## src/core/abmr_defs.vh

```
// Summary of operation
// RQ1 - low level asserts active-low pins
// RQ2 - request bus; drop on internal cancel
// RQ3 - request when unparked and work pending
// RQ4 - single-cycle request for zero/touch hits
// RQ5 - request off one cycle after grant
// RQ6 - request off after retry detected
// RQ7 - request negated cycle after retry
// RQ8 - grant qualified: busy, retry negated
// RQ9 - parked master takes grant without request
// RQ10 - owner samples grant after tenure completes
// RQ11 - ignore grant from start to acknowledge
// RQ12 - grant valid in preceding cycle counts
// RQ13 - drive busy while owning the bus
// RQ14 - aborted access declines qualified grant
// RQ15 - busy negated after address acknowledge
// RQ16 - release busy after driving it negated
// RQ17 - foreign busy blocks taking ownership
// RQ18 - others assert busy only when idle
// RQ19 - start with busy, negate next cycle
// RQ20 - rising-edge timing; reset negates outputs
`ifndef ABMR_DEFS_VH
`define ABMR_DEFS_VH

`define ABMR_ST_W 5
`define ABMR_ST_IDLE 5'h01
`define ABMR_ST_OWN 5'h02
`define ABMR_ST_TEN 5'h04
`define ABMR_ST_REL 5'h08
`define ABMR_ST_SPARE 5'h10

`define ABMR_BIT_IDLE 0
`define ABMR_BIT_OWN 1
`define ABMR_BIT_TEN 2
`define ABMR_BIT_REL 3

`define ABMR_CLK_PERIOD_PS 40000
`define ABMR_BUSY_NEG_MIN_PS 20000
`define ABMR_BUSY_NEG_CYC \
    ((`ABMR_BUSY_NEG_MIN_PS + `ABMR_CLK_PERIOD_PS - 1) / `ABMR_CLK_PERIOD_PS)
`define ABMR_REQ_GAP_CYC 1

`define ABMR_PIN_ASSERT 1'b0
`define ABMR_PIN_NEGATE 1'b1
`define ABMR_OE_DRIVE 1'b0
`define ABMR_OE_FLOAT 1'b1

`endif

```

## src/core/abmr_rst_sync.v

```verilog
`timescale 1ns/1ps
module abmr_rst_sync (
    clk,
    resetn,
    rst_n
);
    input wire clk;
    input wire resetn;
    output wire rst_n;

    reg meta_ff;
    reg hold_ff;

    always @(posedge clk or negedge resetn) begin
        if (!resetn) begin
            meta_ff <= 1'b0;
            hold_ff <= 1'b0;
        end else begin
            meta_ff <= 1'b1;
            hold_ff <= meta_ff;
        end
    end

    assign rst_n = hold_ff;
endmodule

```

## src/core/abmr_qual.v

```verilog
`timescale 1ns/1ps
`include "abmr_defs.vh"
module abmr_qual (
    input wire clk,
    input wire rst_n,
    input wire clk_en,
    input wire grant_in_n,
    input wire addr_busy_in_n,
    input wire addr_retry_n,
    input wire addr_ack_n,
    input wire xfer_start_in_n,
    output wire grant_qual,
    output wire start_window
);
    reg window_ff;
    reg nxt_window;
    wire grant_on;
    wire busy_on;
    wire retry_on;
    wire ack_on;
    wire start_on;

    // pin levels to assertion sense
    assign grant_on = (grant_in_n == `ABMR_PIN_ASSERT); // RQ1
    assign busy_on = (addr_busy_in_n == `ABMR_PIN_ASSERT); // RQ1
    assign retry_on = (addr_retry_n == `ABMR_PIN_ASSERT);
    assign ack_on = (addr_ack_n == `ABMR_PIN_ASSERT);
    assign start_on = (xfer_start_in_n == `ABMR_PIN_ASSERT);

    // open from any start up to and including its acknowledge
    always @* begin
        nxt_window = window_ff;
        if (start_on) begin
            nxt_window = 1'b1;
        end else if (ack_on) begin
            nxt_window = 1'b0;
        end
    end

    always @(posedge clk or negedge rst_n) begin
        if (!rst_n) begin
            window_ff <= 1'b0;
        end else if (clk_en) begin
            window_ff <= nxt_window;
        end
    end

    assign start_window = window_ff | start_on | ack_on; // RQ11

    // pins sampled at this edge carry the previous cycle's grant
    assign grant_qual = grant_on & ~busy_on & ~retry_on & ~start_window; // RQ8 RQ12 RQ17
endmodule

```

## src/core/abmr_top.v

```verilog
`timescale 1ns/1ps
`include "abmr_defs.vh"
module abmr_top #(
    parameter REQ_GAP = `ABMR_REQ_GAP_CYC,
    parameter BUSY_NEG = `ABMR_BUSY_NEG_CYC,
    parameter CNT_W = 4
) (
    input wire clk,
    input wire resetn,
    input wire clk_en,
    input wire parked,
    input wire xact_pending,
    input wire xact_cancel,
    input wire single_req,
    input wire grant_in_n,
    input wire addr_busy_in_n,
    input wire addr_retry_n,
    input wire addr_ack_n,
    input wire xfer_start_in_n,
    output wire bus_request_n,
    output wire addr_busy_out_n,
    output wire addr_busy_oe_n,
    output wire xfer_start_out_n,
    output wire xfer_start_oe_n,
    output wire bus_owner,
    output wire tenure_start,
    output wire tenure_done,
    output wire tenure_retry
);
    localparam [`ABMR_ST_W-1:0] ST_IDLE = `ABMR_ST_IDLE;
    localparam [`ABMR_ST_W-1:0] ST_OWN = `ABMR_ST_OWN;
    localparam [`ABMR_ST_W-1:0] ST_TEN = `ABMR_ST_TEN;
    localparam [`ABMR_ST_W-1:0] ST_REL = `ABMR_ST_REL;
    localparam [31:0] GAP_LOAD_FULL = REQ_GAP - 1;
    localparam [31:0] NEG_LOAD_FULL = BUSY_NEG - 1;
    localparam [CNT_W-1:0] GAP_LOAD = GAP_LOAD_FULL[CNT_W-1:0];
    localparam [CNT_W-1:0] NEG_LOAD = NEG_LOAD_FULL[CNT_W-1:0];
    localparam [CNT_W-1:0] CNT_ZERO = {CNT_W{1'b0}};
    localparam [CNT_W-1:0] CNT_ONE = {{(CNT_W-1){1'b0}}, 1'b1};

    wire rst_n;
    wire grant_qual;
    wire start_window;
    wire retry_on;
    wire ack_on;
    wire want;
    wire may_sample;
    wire accept;
    wire st_idle;
    wire st_own;
    wire st_ten;
    wire st_rel;
    wire req_blocked;

    reg [`ABMR_ST_W-1:0] state_ff;
    reg [`ABMR_ST_W-1:0] nxt_state;
    reg req_ff;
    reg nxt_req;
    reg [CNT_W-1:0] gap_ff;
    reg [CNT_W-1:0] nxt_gap;
    reg [CNT_W-1:0] neg_ff;
    reg [CNT_W-1:0] nxt_neg;
    reg busy_drv_ff;
    reg nxt_busy_drv;
    reg busy_oe_ff;
    reg nxt_busy_oe;
    reg start_drv_ff;
    reg nxt_start_drv;
    reg start_oe_ff;
    reg nxt_start_oe;
    reg owner_ff;
    reg nxt_owner;
    reg start_pulse_ff;
    reg done_pulse_ff;
    reg retry_pulse_ff;

    abmr_rst_sync u_rst_sync (
        .clk(clk),
        .resetn(resetn),
        .rst_n(rst_n)
    );

    abmr_qual u_qual (
        .clk(clk),
        .rst_n(rst_n),
        .clk_en(clk_en),
        .grant_in_n(grant_in_n),
        .addr_busy_in_n(addr_busy_in_n),
        .addr_retry_n(addr_retry_n),
        .addr_ack_n(addr_ack_n),
        .xfer_start_in_n(xfer_start_in_n),
        .grant_qual(grant_qual),
        .start_window(start_window)
    );

    assign st_idle = state_ff[`ABMR_BIT_IDLE];
    assign st_own = state_ff[`ABMR_BIT_OWN];
    assign st_ten = state_ff[`ABMR_BIT_TEN];
    assign st_rel = state_ff[`ABMR_BIT_REL];

    assign retry_on = (addr_retry_n == `ABMR_PIN_ASSERT); // RQ1
    assign ack_on = (addr_ack_n == `ABMR_PIN_ASSERT);

    // work that still wants the bus
    assign want = xact_pending & ~xact_cancel; // RQ2

    // owner looks for a grant only once its tenure has completed
    assign may_sample = st_idle | (st_rel & (neg_ff == CNT_ZERO)); // RQ10

    // parked: no request needed; else only if our request stood
    assign accept = grant_qual & may_sample & want
                  & (parked | req_ff); // RQ9 RQ14

    // request hold-off after an accepted grant or a retry
    assign req_blocked = accept | retry_on | (gap_ff != CNT_ZERO); // RQ5 RQ6 RQ7

    // tenure sequencer
    always @* begin
        nxt_state = state_ff;
        case (state_ff)
            ST_IDLE: begin
                if (accept) begin
                    nxt_state = ST_OWN; // RQ13
                end
            end
            ST_OWN: begin
                if (ack_on) begin
                    nxt_state = ST_REL;
                end else begin
                    nxt_state = ST_TEN;
                end
            end
            ST_TEN: begin
                if (ack_on) begin
                    nxt_state = ST_REL; // RQ15
                end
            end
            ST_REL: begin
                if (accept) begin
                    nxt_state = ST_OWN;
                end else if (neg_ff == CNT_ZERO) begin
                    nxt_state = ST_IDLE; // RQ16
                end
            end
            default: begin
                nxt_state = ST_IDLE;
            end
        endcase
    end

    // bus request level
    always @* begin
        nxt_req = 1'b0;
        if (single_req) begin
            nxt_req = 1'b1; // RQ4
        end
        if (want & ~parked & ~st_own) begin
            nxt_req = 1'b1; // RQ3
        end
        if (req_blocked) begin
            nxt_req = 1'b0; // RQ5 RQ7
        end
    end

    always @* begin
        nxt_gap = gap_ff;
        if (accept | retry_on) begin
            nxt_gap = GAP_LOAD; // RQ6
        end else if (gap_ff != CNT_ZERO) begin
            nxt_gap = gap_ff - CNT_ONE;
        end
    end

    // driven-negated time for busy after acknowledge
    always @* begin
        nxt_neg = neg_ff;
        if ((st_ten | st_own) & ack_on) begin
            nxt_neg = NEG_LOAD; // RQ15
        end else if (neg_ff != CNT_ZERO) begin
            nxt_neg = neg_ff - CNT_ONE;
        end
    end

    // busy pin drive and enable
    always @* begin
        nxt_busy_drv = `ABMR_PIN_NEGATE;
        nxt_busy_oe = `ABMR_OE_FLOAT;
        case (nxt_state)
            ST_OWN: begin
                nxt_busy_drv = `ABMR_PIN_ASSERT; // RQ13
                nxt_busy_oe = `ABMR_OE_DRIVE;
            end
            ST_TEN: begin
                nxt_busy_drv = `ABMR_PIN_ASSERT; // RQ13
                nxt_busy_oe = `ABMR_OE_DRIVE;
            end
            ST_REL: begin
                nxt_busy_drv = `ABMR_PIN_NEGATE; // RQ15
                nxt_busy_oe = `ABMR_OE_DRIVE;
            end
            default: begin
                nxt_busy_drv = `ABMR_PIN_NEGATE;
                nxt_busy_oe = `ABMR_OE_FLOAT; // RQ16 RQ18
            end
        endcase
    end

    // start pin: one cycle with busy, floats when busy negates
    always @* begin
        nxt_start_drv = `ABMR_PIN_NEGATE;
        nxt_start_oe = `ABMR_OE_FLOAT;
        case (nxt_state)
            ST_OWN: begin
                nxt_start_drv = `ABMR_PIN_ASSERT; // RQ19
                nxt_start_oe = `ABMR_OE_DRIVE;
            end
            ST_TEN: begin
                nxt_start_drv = `ABMR_PIN_NEGATE; // RQ19
                nxt_start_oe = `ABMR_OE_DRIVE;
            end
            default: begin
                nxt_start_drv = `ABMR_PIN_NEGATE;
                nxt_start_oe = `ABMR_OE_FLOAT;
            end
        endcase
    end

    always @* begin
        nxt_owner = 1'b0;
        if (nxt_state == ST_OWN) begin
            nxt_owner = 1'b1;
        end
        if (nxt_state == ST_TEN) begin
            nxt_owner = 1'b1;
        end
    end

    // state registers, all frozen while clk_en is low
    always @(posedge clk or negedge rst_n) begin
        if (!rst_n) begin
            state_ff <= ST_IDLE;
            gap_ff <= CNT_ZERO;
            neg_ff <= CNT_ZERO;
        end else if (clk_en) begin
            state_ff <= nxt_state;
            gap_ff <= nxt_gap;
            neg_ff <= nxt_neg;
        end
    end

    always @(posedge clk or negedge rst_n) begin
        if (!rst_n) begin
            req_ff <= 1'b0; // RQ20
        end else if (clk_en) begin
            req_ff <= nxt_req; // RQ20
        end
    end

    always @(posedge clk or negedge rst_n) begin
        if (!rst_n) begin
            busy_drv_ff <= `ABMR_PIN_NEGATE; // RQ20
            busy_oe_ff <= `ABMR_OE_FLOAT;
            start_drv_ff <= `ABMR_PIN_NEGATE;
            start_oe_ff <= `ABMR_OE_FLOAT;
        end else if (clk_en) begin
            busy_drv_ff <= nxt_busy_drv;
            busy_oe_ff <= nxt_busy_oe;
            start_drv_ff <= nxt_start_drv;
            start_oe_ff <= nxt_start_oe;
        end
    end

    // status toward the core
    always @(posedge clk or negedge rst_n) begin
        if (!rst_n) begin
            owner_ff <= 1'b0;
            start_pulse_ff <= 1'b0;
            done_pulse_ff <= 1'b0;
            retry_pulse_ff <= 1'b0;
        end else if (clk_en) begin
            owner_ff <= nxt_owner;
            start_pulse_ff <= accept;
            done_pulse_ff <= (st_own | st_ten) & ack_on;
            retry_pulse_ff <= st_rel & (neg_ff == CNT_ZERO) & retry_on;
        end
    end

    assign bus_request_n = ~req_ff; // RQ1
    assign addr_busy_out_n = busy_drv_ff;
    assign addr_busy_oe_n = busy_oe_ff;
    assign xfer_start_out_n = start_drv_ff;
    assign xfer_start_oe_n = start_oe_ff;
    assign bus_owner = owner_ff;
    assign tenure_start = start_pulse_ff;
    assign tenure_done = done_pulse_ff;
    assign tenure_retry = retry_pulse_ff;
endmodule

```

## config.mk

```make
export PLATFORM = sky130hd
export DESIGN_NAME = abmr_top
export DESIGN_NICKNAME = d
export VERILOG_FILES = /design/src/core/abmr_rst_sync.v /design/src/core/abmr_qual.v /design/src/core/abmr_top.v
export VERILOG_INCLUDE_DIRS = /design/src /design/src/core
export SDC_FILE = /design/constraint.sdc
export NUM_CORES = 1
export LEC_CHECK = 0
export BUFFER_PORTS_ARGS = -buffer_cell sky130_fd_sc_hd__buf_2
export CAP_MARGIN = 20
export CORE_ASPECT_RATIO = 0.5
export CORE_MARGIN = 4
export CORE_UTILIZATION = 45
export CTS_CLUSTER_DIAMETER = 80
export DETAILED_ROUTE_END_ITERATION = 6
export PLACE_DENSITY_LB_ADDON = 0.2
export SETUP_SLACK_MARGIN = 0.4
export SYNTH_ARGS = -nofsm -noshare
export SYNTH_HDL_FRONTEND = slang
export SYNTH_SLANG_ARGS = --single-unit
```

## constraint.sdc

```tcl
create_clock -name clk -period 2.1 [get_ports clk]
set_input_delay 0.63 -clock clk [delete_from_list [all_inputs] [get_ports clk]]
set_output_delay 0.63 -clock clk [all_outputs]
set_load 0.1 [all_outputs]
```

==> metrics.csv, run 1 <==
stage,metric,value,unit
drt,vias,1013,
critical_path,cp.depth,1,
critical_path,path_buf_inv,1,
critical_path,rr_endpoint,gap_ff[1],
timing,fin_setup_tns,0,ns
synth,synth.avg_cell_area,10.3,sq um
critical_path,worstSetupStartpointType,register,
critical_path,cp_top_family,flip-flops,
global_routing,antenna_found_initial,0,
timing,finalHoldViolCount,0,
finish,largest-register,state_ff,
critical_path,crit_type,register to primary output,
finish,drive_gt1_frac,0.344,
critical_path,critPathMaxStageDelay,0.65,ns
place,placement.cell_area,0.00141,sq mm
critical_path,r2r_start,neg_ff[1],
synth,synth_seq_cells,24,
timing,slew_viol_final,0,
critical_path,rr_worst_depth,7,
critical_path,cp_data_required_time,1.47,ns
synth,ys_seq_area_frac,0.480,
drt,wl_per_cell,14.2,um
synth,yosys.area.top_type,dfrtp_1,
run_status,run_status,completed,
clock_network,ctsHtreeMaxLevel,1,
global_routing,grt_pass1_wl,4820,um
drt,ant_nets,0,
synth,synth_common_cells,"dfrtp_1 (20), o21ai_0 (12), inv_1 (11), nand2_1 (6)",
finish,fillerInstances,230,
finish,regArea,609,sq um
timing,worst_clock_skew,0.00290,ns
critical_path,slowest_stage,dfstp_4,
critical_path,arrival,1.09,ns
die,initial_core_util,0.479,
synth,synth-edff-count,0,
synth,post_synth_num_cell_types,44,
finish,n_antenna_cell,0,
finish,design_area,0.00162,sq mm
synth,synth_most_common_cell,dfrtp_1,
synth,synthCells,123,
die,ioPinCount,21,
clock_network,cts.path.max_buffers,2,
critical_path,cp-end-kind,primary output,
place,place_inst,178,
job,maxCapViolCount,0,
finish,fin_nets,167,
global_routing,grt_pass1_vias,1043,
drt,dr.pass1.iters,4,
die,rows,13,
global_routing,gr-total-overflow,0,
synth,ys_top_cells_by_area,"dfrtp_1 (40%), dfstp_2 (8.3%), o21ai_0 (4.8%), inv_1 (3.3%), ha_1 (3.0%)",
finish,reg_top3,"state_ff x5, gap_ff x4, neg_ff x4",
finish,finalNonFillerCells,188,
critical_path,crit_end,addr_busy_out_n,
die,die_y,45.5,um
timing,fin_ws,0.375,ns
drt,drtIter0Drc,63,
clock_network,tritoncts,done,
critical_path,startpoint,xfer_start_oe_n,
timing,setup_viol,0,
die,die_w,82.9,um
drt,viasPerCell,5.39,
timing,fin_crit,1.72,ns
critical_path,crit_fanout,3,
clock_network,cts_made_buffers,3,
finish,largest_register_ffs,5,
synth,synth_top_area_share,0.396,
die,core_area,0.00264,sq mm
place,io_buffers,20,
critical_path,crit_chain,buf_12,
timing,rsz0062_at_grt,true,
synth,ys.warnings.count,0,
synth,ys.flop_type,dfrtp_1,
finish,syn2layout_area_growth,28.3,%
global_routing,grtUsageTotal,0.162,
min_path,hp-class,input port to async pin,
drt,wirelength,2660,um
clock_network,root_buffer,clkbuf_8,
place,dpl.hpwl,1890,um
drt,remaining_drc_errors,0,
synth,synthArstFlopShare,1.00,
place,gp_congestion,0.857,
place,pre_cts_slack,0.0771,ns
clock_network,path_clk_slew,0.08,ns
global_routing,grt_max_degree,25,
die,die-area,0.00377,sq mm
clock_network,clk_latency,0.27,ns
synth,synth_nets,138,
timing,fmax,0.580,GHz
power,p_leak,0.000702,uW
clock_network,cts.sinks,24,
synth,syn_area,0.00126,sq mm
timing,final.period_utilization,0.821,
critical_path,regToRegSetupSlack,0.41,ns
power,ir_drop,533,uV
finish,multi_input_area,626,sq um
power,p_per_area,1150,mW/mm^2
## worst min-delay path by stage
stage	start	end	slack [ns]	cells after the start
floorplan	u_rst_sync.rst_n	bus_owner	0.28	0
global placement	u_rst_sync.rst_n	gap_ff[0]	0.22	1
detailed placement	u_rst_sync.rst_n	gap_ff[1]	0.22	1
CTS	resetn	u_rst_sync.meta_ff	0.12	1
global route	resetn	u_rst_sync.meta_ff	0.11	1
finish	resetn	u_rst_sync.rst_n	0.13	1
## stage by stage
step | power [uW] | hold WS (ns) | utilization
after detailed placement | 1320 | 0.224 | 0.536
after global placement | 1300 | 0.218 | 0.536
after CTS | 1830 | 0.122 | 0.600
after global routing | 1990 | 0.110 | 0.615
final | 1870 | 0.129 | 0.615
after floorplan | 1190 | 0.277 | -
## power breakdown
part	total [uW]	leakage, uW	internal (uW)	switching, uW
clock network	401	0.0000357	255	146
logic	778	0.000364	342	436
registers	686	0.000302	582	104
## cell usage in the layout (no fill, tap or decap), types with 2 or more instances in the layout
master and n:
o21ai_0 12, inv_1 9, xnor2_1 2, dfrtp_1 20, or2_2 2, nor2b_1 2, dfstp_2 3, o2bb2ai_1 3
buf_2 11, mux2_2 2, o31ai_1 3, buf_12 2, nand2b_1 5, buf_4 10, o21a_1 2, clkbuf_8 3
nand4b_1 2, nor2_1 5, nand3_1 4, inv_2 2, nor4_1 2, nand2_1 6, nor3_1 4, ha_1 2
clkbuf_4 4
## layer usage
metal	vias to the layer above	GRT usage	wire length (um)
li1	504	-	-
met1	493	0.209	1330
met2	14	0.268	1220
met3	2	0.0523	95
met4	0	0.0456	19
met5	-	0	0
## cells by family after synthesis
group                      after synthesis  synth area share
muxes                                    2            0.0178
and+or+nand+nor                         41             0.196
buffers and inverters                   16            0.0505
DFF                                     24             0.480
other                                    1           0.00297
adders and majority gates                3            0.0297
AOI/OAI and AO/OA                       34             0.209
xor gates and xnor gates                 2            0.0139
## cell type report
class                      count  area share
inverter                      11      0.0255
timing repair buffer          29       0.140
clock inverter                 1      0.0185
clock buffer                   3      0.0255
multi-input combinational     83       0.386
tap                           37      0.0286
sequential                    24       0.376
## what timing repair did
item                       in CTS  in global routing
setup endpoints to repair      16                 19
pin swaps                       3                  1
setup buffers                   5                  1
gates resized for setup        14                 11
hold buffers                    0                  0
(Power assumes the default switching activity.)
==> run 2: changes to the inputs <==
==> constraint.sdc (replaced) <==
create_clock -name clk -period 1.6 [get_ports clk]
set_input_delay 0.48 -clock clk [delete_from_list [all_inputs] [get_ports clk]]
set_output_delay 0.48 -clock clk [all_outputs]
set_load 0.1 [all_outputs]
==> metrics.csv, run 2 (synthesis results as in run 1) <==
stage,metric,value,unit,change
job,maxCapViolCount,0,,unchanged
finish,final_common_cell,buf_4,,
critical_path,crit_fanout,6,,+3
place,io_buffers,20,,unchanged
drt,vias,1130,,+12%
global_routing,grt_pass1_vias,1079,,+3.5%
critical_path,arrival,1.85,ns,+0.76 ns
timing,slew_viol_final,0,,unchanged
global_routing,top_usage_layer,met2,,
power,p_leak,0.000825,uW,+18%
timing,fmax,0.589,GHz,
finish,drive_gt1_frac,0.506,,+0.162
die,initial_core_util,0.479,,unchanged
critical_path,crit_type,register to register,,
finish,finalNonFillerCells,205,,+9.0%
drt,ant_nets,0,,unchanged
clock_network,path_clk_slew,0.08,ns,about the same
timing,fin_ws,-0.0992,ns,-0.474 ns
global_routing,use_met2,0.336,,+0.0685
die,ioPinCount,21,,unchanged
run_status,run_status,finished with violations,,
global_routing,grt_max_degree,25,,unchanged
finish,reg_top3,"state_ff x5, gap_ff x4, neg_ff x4",,
critical_path,cp-end-kind,register,,
die,die-area,0.00377,sq mm,unchanged
finish,layout_common_cells,"buf_4 (25), dfrtp_1 (17), buf_2 (11), buf_12 (9), inv_1 (8)",,
finish,n_antenna_cell,0,,unchanged
finish,design_area,0.00194,sq mm,+19%
die,core_area,0.00264,sq mm,unchanged
clock_network,clk_latency,0.27,ns,about the same
drt,remaining_drc_errors,0,,unchanged
critical_path,r2r_start,neg_ff[1],,
global_routing,gr-total-overflow,0,,unchanged
place,dpl.hpwl,2170,um,+15%
clock_network,cts.path.max_buffers,2,,unchanged
place,place_inst,194,,+9.0%
timing,worst_clock_skew,0.00119,ns,-0.00171 ns
global_routing,met1_usage,0.219,,+0.0103
finish,fillerInstances,178,,-23%
drt,viasPerCell,5.51,,+2.3%
finish,largest-register,state_ff,,
finish,syn2layout_area_growth,53.3,%,
die,rows,13,,unchanged
global_routing,grtUsageTotal,0.181,,+0.0199
timing,finalHoldViolCount,0,,unchanged
critical_path,worstSetupStartpointType,register,,
clock_network,tritoncts,done,,
drt,wl_per_cell,15.7,um,+11%
die,die_y,45.5,um,unchanged
critical_path,cp_data_required_time,1.75,ns,+0.28 ns
critical_path,startpoint,neg_ff[1],,
clock_network,ctsHtreeMaxLevel,1,,unchanged
min_path,hp-class,register to async pin,,
drt,dr.pass1.iters,4,,unchanged
place,placement.cell_area,0.00169,sq mm,+20%
global_routing,grt_pass1_wl,5220,um,+8.3%
power,ir_drop,674,uV,+26%
drt,drtIter0Drc,46,,-27%
timing,rsz0062_at_grt,true,,
global_routing,grt.met3_usage,0.0542,,+0.00181
drt,wirelength,3220,um,+21%
clock_network,cts.sinks,24,,unchanged
die,die_w,82.9,um,unchanged
power,p_per_area,1390,mW/mm^2,+21%
place,pre_cts_slack,-0.168,ns,-0.245 ns
timing,final.period_utilization,1.06,,
place,gp_congestion,0.874,,+2.0%
timing,fin_crit,1.70,ns,
global_routing,antenna_found_initial,0,,unchanged
finish,largest_register_ffs,5,,unchanged
clock_network,root_buffer,clkbuf_8,,
clock_network,cts_made_buffers,3,,unchanged
timing,holdWs,0.211,ns,+0.0818 ns
finish,fin_nets,184,,+10%
run_status,violations,setup timing,,
timing,setup_viol,9,,+9
-- run 2: cell types whose count changed in the layout (fill, tap and decap cells not counted), moves of 3 or more --
cell and delta:
buf_4 +15, buf_12 +7, dfrtp_2 +3, clkbuf_4 -4, dfrtp_1 -3, o21ai_1 +6, o21ai_0 -7
-- run 2: per-layer routing --
metal | part of all wire | up-vias
met2 | 0.49 | 41
met1 | 0.44 | 549
met4 | 0.0078 | 0
met5 | 0 | -
met3 | 0.061 | 5
li1 | - | 535
-- run 2: area by class of cell --
class                   instances  area (sq um)  area share
clock inverters                 1          30.0      0.0155
well taps                      37          46.3      0.0239
inverters                      11          45.0      0.0233
flip-flops and latches         24           621       0.321
clock buffers                   3          41.3      0.0213
repair buffers                 46           433       0.224
multi-input cells              83           719       0.372
-- run 2: power breakdown --
part	internal, uW	switching, uW	total [uW]
logic	597	681	1280
registers	771	108	879
clock network	335	198	532
-- run 2: critical path, stage by stage, from the launching register on --
cell	delay [ns]
dfrtp_1	0.40
inv_2	0.07
ha_4	0.16
nand4bb_4	0.13
a2111oi_4	0.35
buf_4	0.21
a2111o_1	0.16
o2bb2ai_1	0.10
-- run 2: path summary, 6_finish.rpt --
path,cells after the start,endpoint,slack (ns)
max,7,gap_ff[3],-0.1
min in group clk,0,u_rst_sync.rst_n,0.37
max in group asynchronous,2,u_rst_sync.rst_n,0.99
max reg2reg,7,gap_ff[3],-0.1
min,1,neg_ff[1],0.21
min reg2reg,1,neg_ff[1],0.21
-- run 2: through the flow --
stage               total power, uW  utilization  TNS, ns
finish                         2690        0.735   -0.446
global route                   2860        0.735    -1.20
CTS                            2660        0.719   -0.348
detailed placement             2040        0.642    -1.14
global placement               2020        0.642   -0.901
floorplan                      1710            -   -0.111
-- run 2: timing repair --
item,4_1_cts,5_1_grt
buffers inserted,4,2
pin swaps,1,2
endpoints found under the setup margin,28,29
endpoints found under the hold margin,2,0
hold buffers,1,0
gates resized for setup,27,5
==> run 3: changes to the inputs <==
--- a/config.mk
+++ b/config.mk
@@ -8,9 +8,11 @@
 export LEC_CHECK = 0
 export BUFFER_PORTS_ARGS = -buffer_cell sky130_fd_sc_hd__buf_2
 export CAP_MARGIN = 20
+export CELL_PAD_IN_SITES_DETAIL_PLACEMENT = 0
+export CELL_PAD_IN_SITES_GLOBAL_PLACEMENT = 1
 export CORE_ASPECT_RATIO = 0.5
 export CORE_MARGIN = 4
-export CORE_UTILIZATION = 45
+export CORE_UTILIZATION = 42
 export CTS_CLUSTER_DIAMETER = 80
 export DETAILED_ROUTE_END_ITERATION = 6
 export PLACE_DENSITY_LB_ADDON = 0.2
==> constraint.sdc (replaced) <==
create_clock -name clk -period 1.8 [get_ports clk]
set_input_delay 0.54 -clock clk [delete_from_list [all_inputs] [get_ports clk]]
set_output_delay 0.54 -clock clk [all_outputs]
set_load 0.1 [all_outputs]
==> metrics.csv, run 3 (synthesis results as in run 1) <==
stage,metric,value,unit,change
critical_path,arrival,1.82,ns,-0.03 ns
power,p_leak,0.000821,uW,-0.55%
timing,fmax,0.603,GHz,+2.5%
critical_path,rr_endpoint,gap_ff[2],,
clock_network,tritoncts,done,,
job,maxCapViolCount,0,,unchanged
timing,slew_viol_final,0,,unchanged
finish,syn2layout_area_growth,52.8,%,
power,p_per_area,1290,mW/mm^2,-7.3%
critical_path,cp_top_family,compound AO/OA/AOI/OAI gates,,
global_routing,grt_pass1_wl,5150,um,-1.3%
timing,final.period_utilization,0.921,,-0.141
critical_path,crit_chain,inv_2 -> ha_4 -> nand4bb_4 -> a2111oi_4 -> buf_4 -> a2111o_1 -> o2bb2ai_1,,
drt,viasPerCell,5.32,,-3.5%
finish,layout_common_cells,"buf_4 (21), dfrtp_1 (16), buf_2 (11), buf_12 (10), inv_1 (8)",,
clock_network,clk_latency,0.27,ns,about the same
critical_path,path_buf_inv,2,,unchanged
finish,largest_register_ffs,5,,unchanged
timing,tightest_slew,0.559,ns,
critical_path,regToRegSetupSlack,0.14,ns,+0.24 ns
place,pre_cts_slack,-0.0697,ns,+0.0984 ns
clock_network,cts_hold_buf,0,,-1
critical_path,cp-end-kind,register,,
place,place_inst,186,,-4.1%
clock_network,cts_made_buffers,3,,unchanged
global_routing,grt_pass1_vias,1069,,-0.93%
finish,finalNonFillerCells,203,,-0.98%
drt,drtIter0Drc,24,,-48%
place,io_buffers,20,,unchanged
drt,dr.pass1.iters,4,,unchanged
global_routing,grtUsageTotal,0.175,,-0.00685
drt,wirelength,3060,um,-5.1%
critical_path,rr_worst_depth,7,,unchanged
finish,fin_nets,182,,-1.1%
finish,drive_gt1_frac,0.482,,-0.0240
place,dpl.hpwl,2050,um,-5.8%
drt,vias,1080,,-4.4%
drt,ant_nets,0,,unchanged
die,core_area,0.00273,sq mm,+3.7%
clock_network,ctsHtreeMaxLevel,1,,unchanged
critical_path,cp_data_required_time,1.96,ns,+0.21 ns
critical_path,crit_type,register to register,,
finish,n_antenna_cell,0,,unchanged
global_routing,antenna_found_initial,0,,unchanged
run_status,run_status,completed,,
critical_path,critPathMaxStageDelay,0.39,ns,about the same
die,initial_core_util,0.462,,-0.0171
timing,finalHoldViolCount,0,,unchanged
finish,final_common_cell,buf_4,,
finish,reg_top3,"state_ff x5, gap_ff x4, neg_ff x4",,
power,power,2490,uW,-7.6%
die,ioPinCount,21,,unchanged
power,ir_drop,633,uV,-6.0%
critical_path,slowest_stage,dfrtp_1,,
global_routing,gr-total-overflow,0,,unchanged
drt,remaining_drc_errors,0,,unchanged
timing,rsz0062_at_grt,true,,
critical_path,crit_fanout,6,,unchanged
die,die-area,0.00400,sq mm,+6.2%
global_routing,grt_max_degree,25,,unchanged
clock_network,path_clk_slew,0.09,ns,about the same
die,rows,13,,unchanged
timing,fin_ws,0.142,ns,+0.241 ns
critical_path,worstSetupStartpointType,register,,
timing,setup_viol,0,,-9
timing,slew_headroom,0.624,,
die,die_w,85.5,um,+3.2%
clock_network,cts.path.max_buffers,2,,unchanged
finish,fillerInstances,206,,+16%
finish,largest-register,state_ff,,
critical_path,r2r_start,neg_ff[1],,
timing,worst_clock_skew,0.00233,ns,+0.00115 ns
die,die_y,46.8,um,+2.9%
place,gp_congestion,0.770,,-12%
clock_network,root_buffer,clkbuf_8,,
clock_network,cts.sinks,24,,unchanged
timing,fin_crit,1.66,ns,-0.0413 ns
drt,wl_per_cell,15.0,um,-4.2%
min_path,hp-class,input port to async pin,,
run 3: metrics by stage:
stage	utilization	setup TNS [ns]	hold WS [ns]	cell area [sq um]
after detailed placement	0.573	-0.150	0.227	1570
after global routing	0.706	0	0.0112	1930
final	0.706	0	0.0309	1930
after global placement	0.573	-0.0390	0.221	1570
after CTS	0.681	0	0.0289	1860
after floorplan	-	0	0.244	1300
run 3: final cells by class:
type,instances,area (sq um),share of cell area
Multi-Input combinational cell,83,717,0.372
Sequential cell,24,614,0.318
Timing Repair Buffer,44,435,0.226
Tap cell,37,46.3,0.0240
Inverter,11,45.0,0.0233
Clock buffer,3,41.3,0.0214
Clock inverter,1,30.0,0.0156
run 3: what timing repair did:
item | in CTS | in global routing
pin swaps | 11 | 6
resized for setup | 36 | 9
buffers inserted | 9 | 4
cloned | 0 | 0
setup endpoints to repair | 25 | 26
run 3: worst max-delay path by stage:
stage               startpoint  depth (start not counted)  slack [ns]     endpoint
floorplan           grant_in_n                          4        0.10    bus_owner
global placement    grant_in_n                          5       -0.03  state_ff[0]
detailed placement  grant_in_n                          5       -0.07  state_ff[0]
CTS                  neg_ff[1]                          7        0.08    gap_ff[0]
global route         neg_ff[0]                          7        0.04    gap_ff[0]
finish               neg_ff[1]                          7        0.14    gap_ff[2]
run 3: report_power, final:
part	internal, uW	switching [uW]	total, uW	leakage, uW
Sequential	679	96.1	775	0.000296
Clock	298	181	478	0.0000357
Combinational	605	627	1230	0.000489
run 3: worst reg2reg max path, stage by stage (launching register included):
cell and delay, ns:
dfrtp_1 0.39, inv_2 0.07, ha_4 0.14, nand4bb_4 0.14, a2111oi_4 0.34, buf_4 0.21
a2111o_1 0.16, o2bb2ai_1 0.09
run 3: per-layer routing:
layer / track usage / vias up / wire length, um
li1: - / 536 / -
met1: 0.225 / 517 / 1430
met2: 0.285 / 19 / 1430
met3: 0.0525 / 8 / 135
met4: 0.0694 / 0 / 61
met5: 0 / - / 0
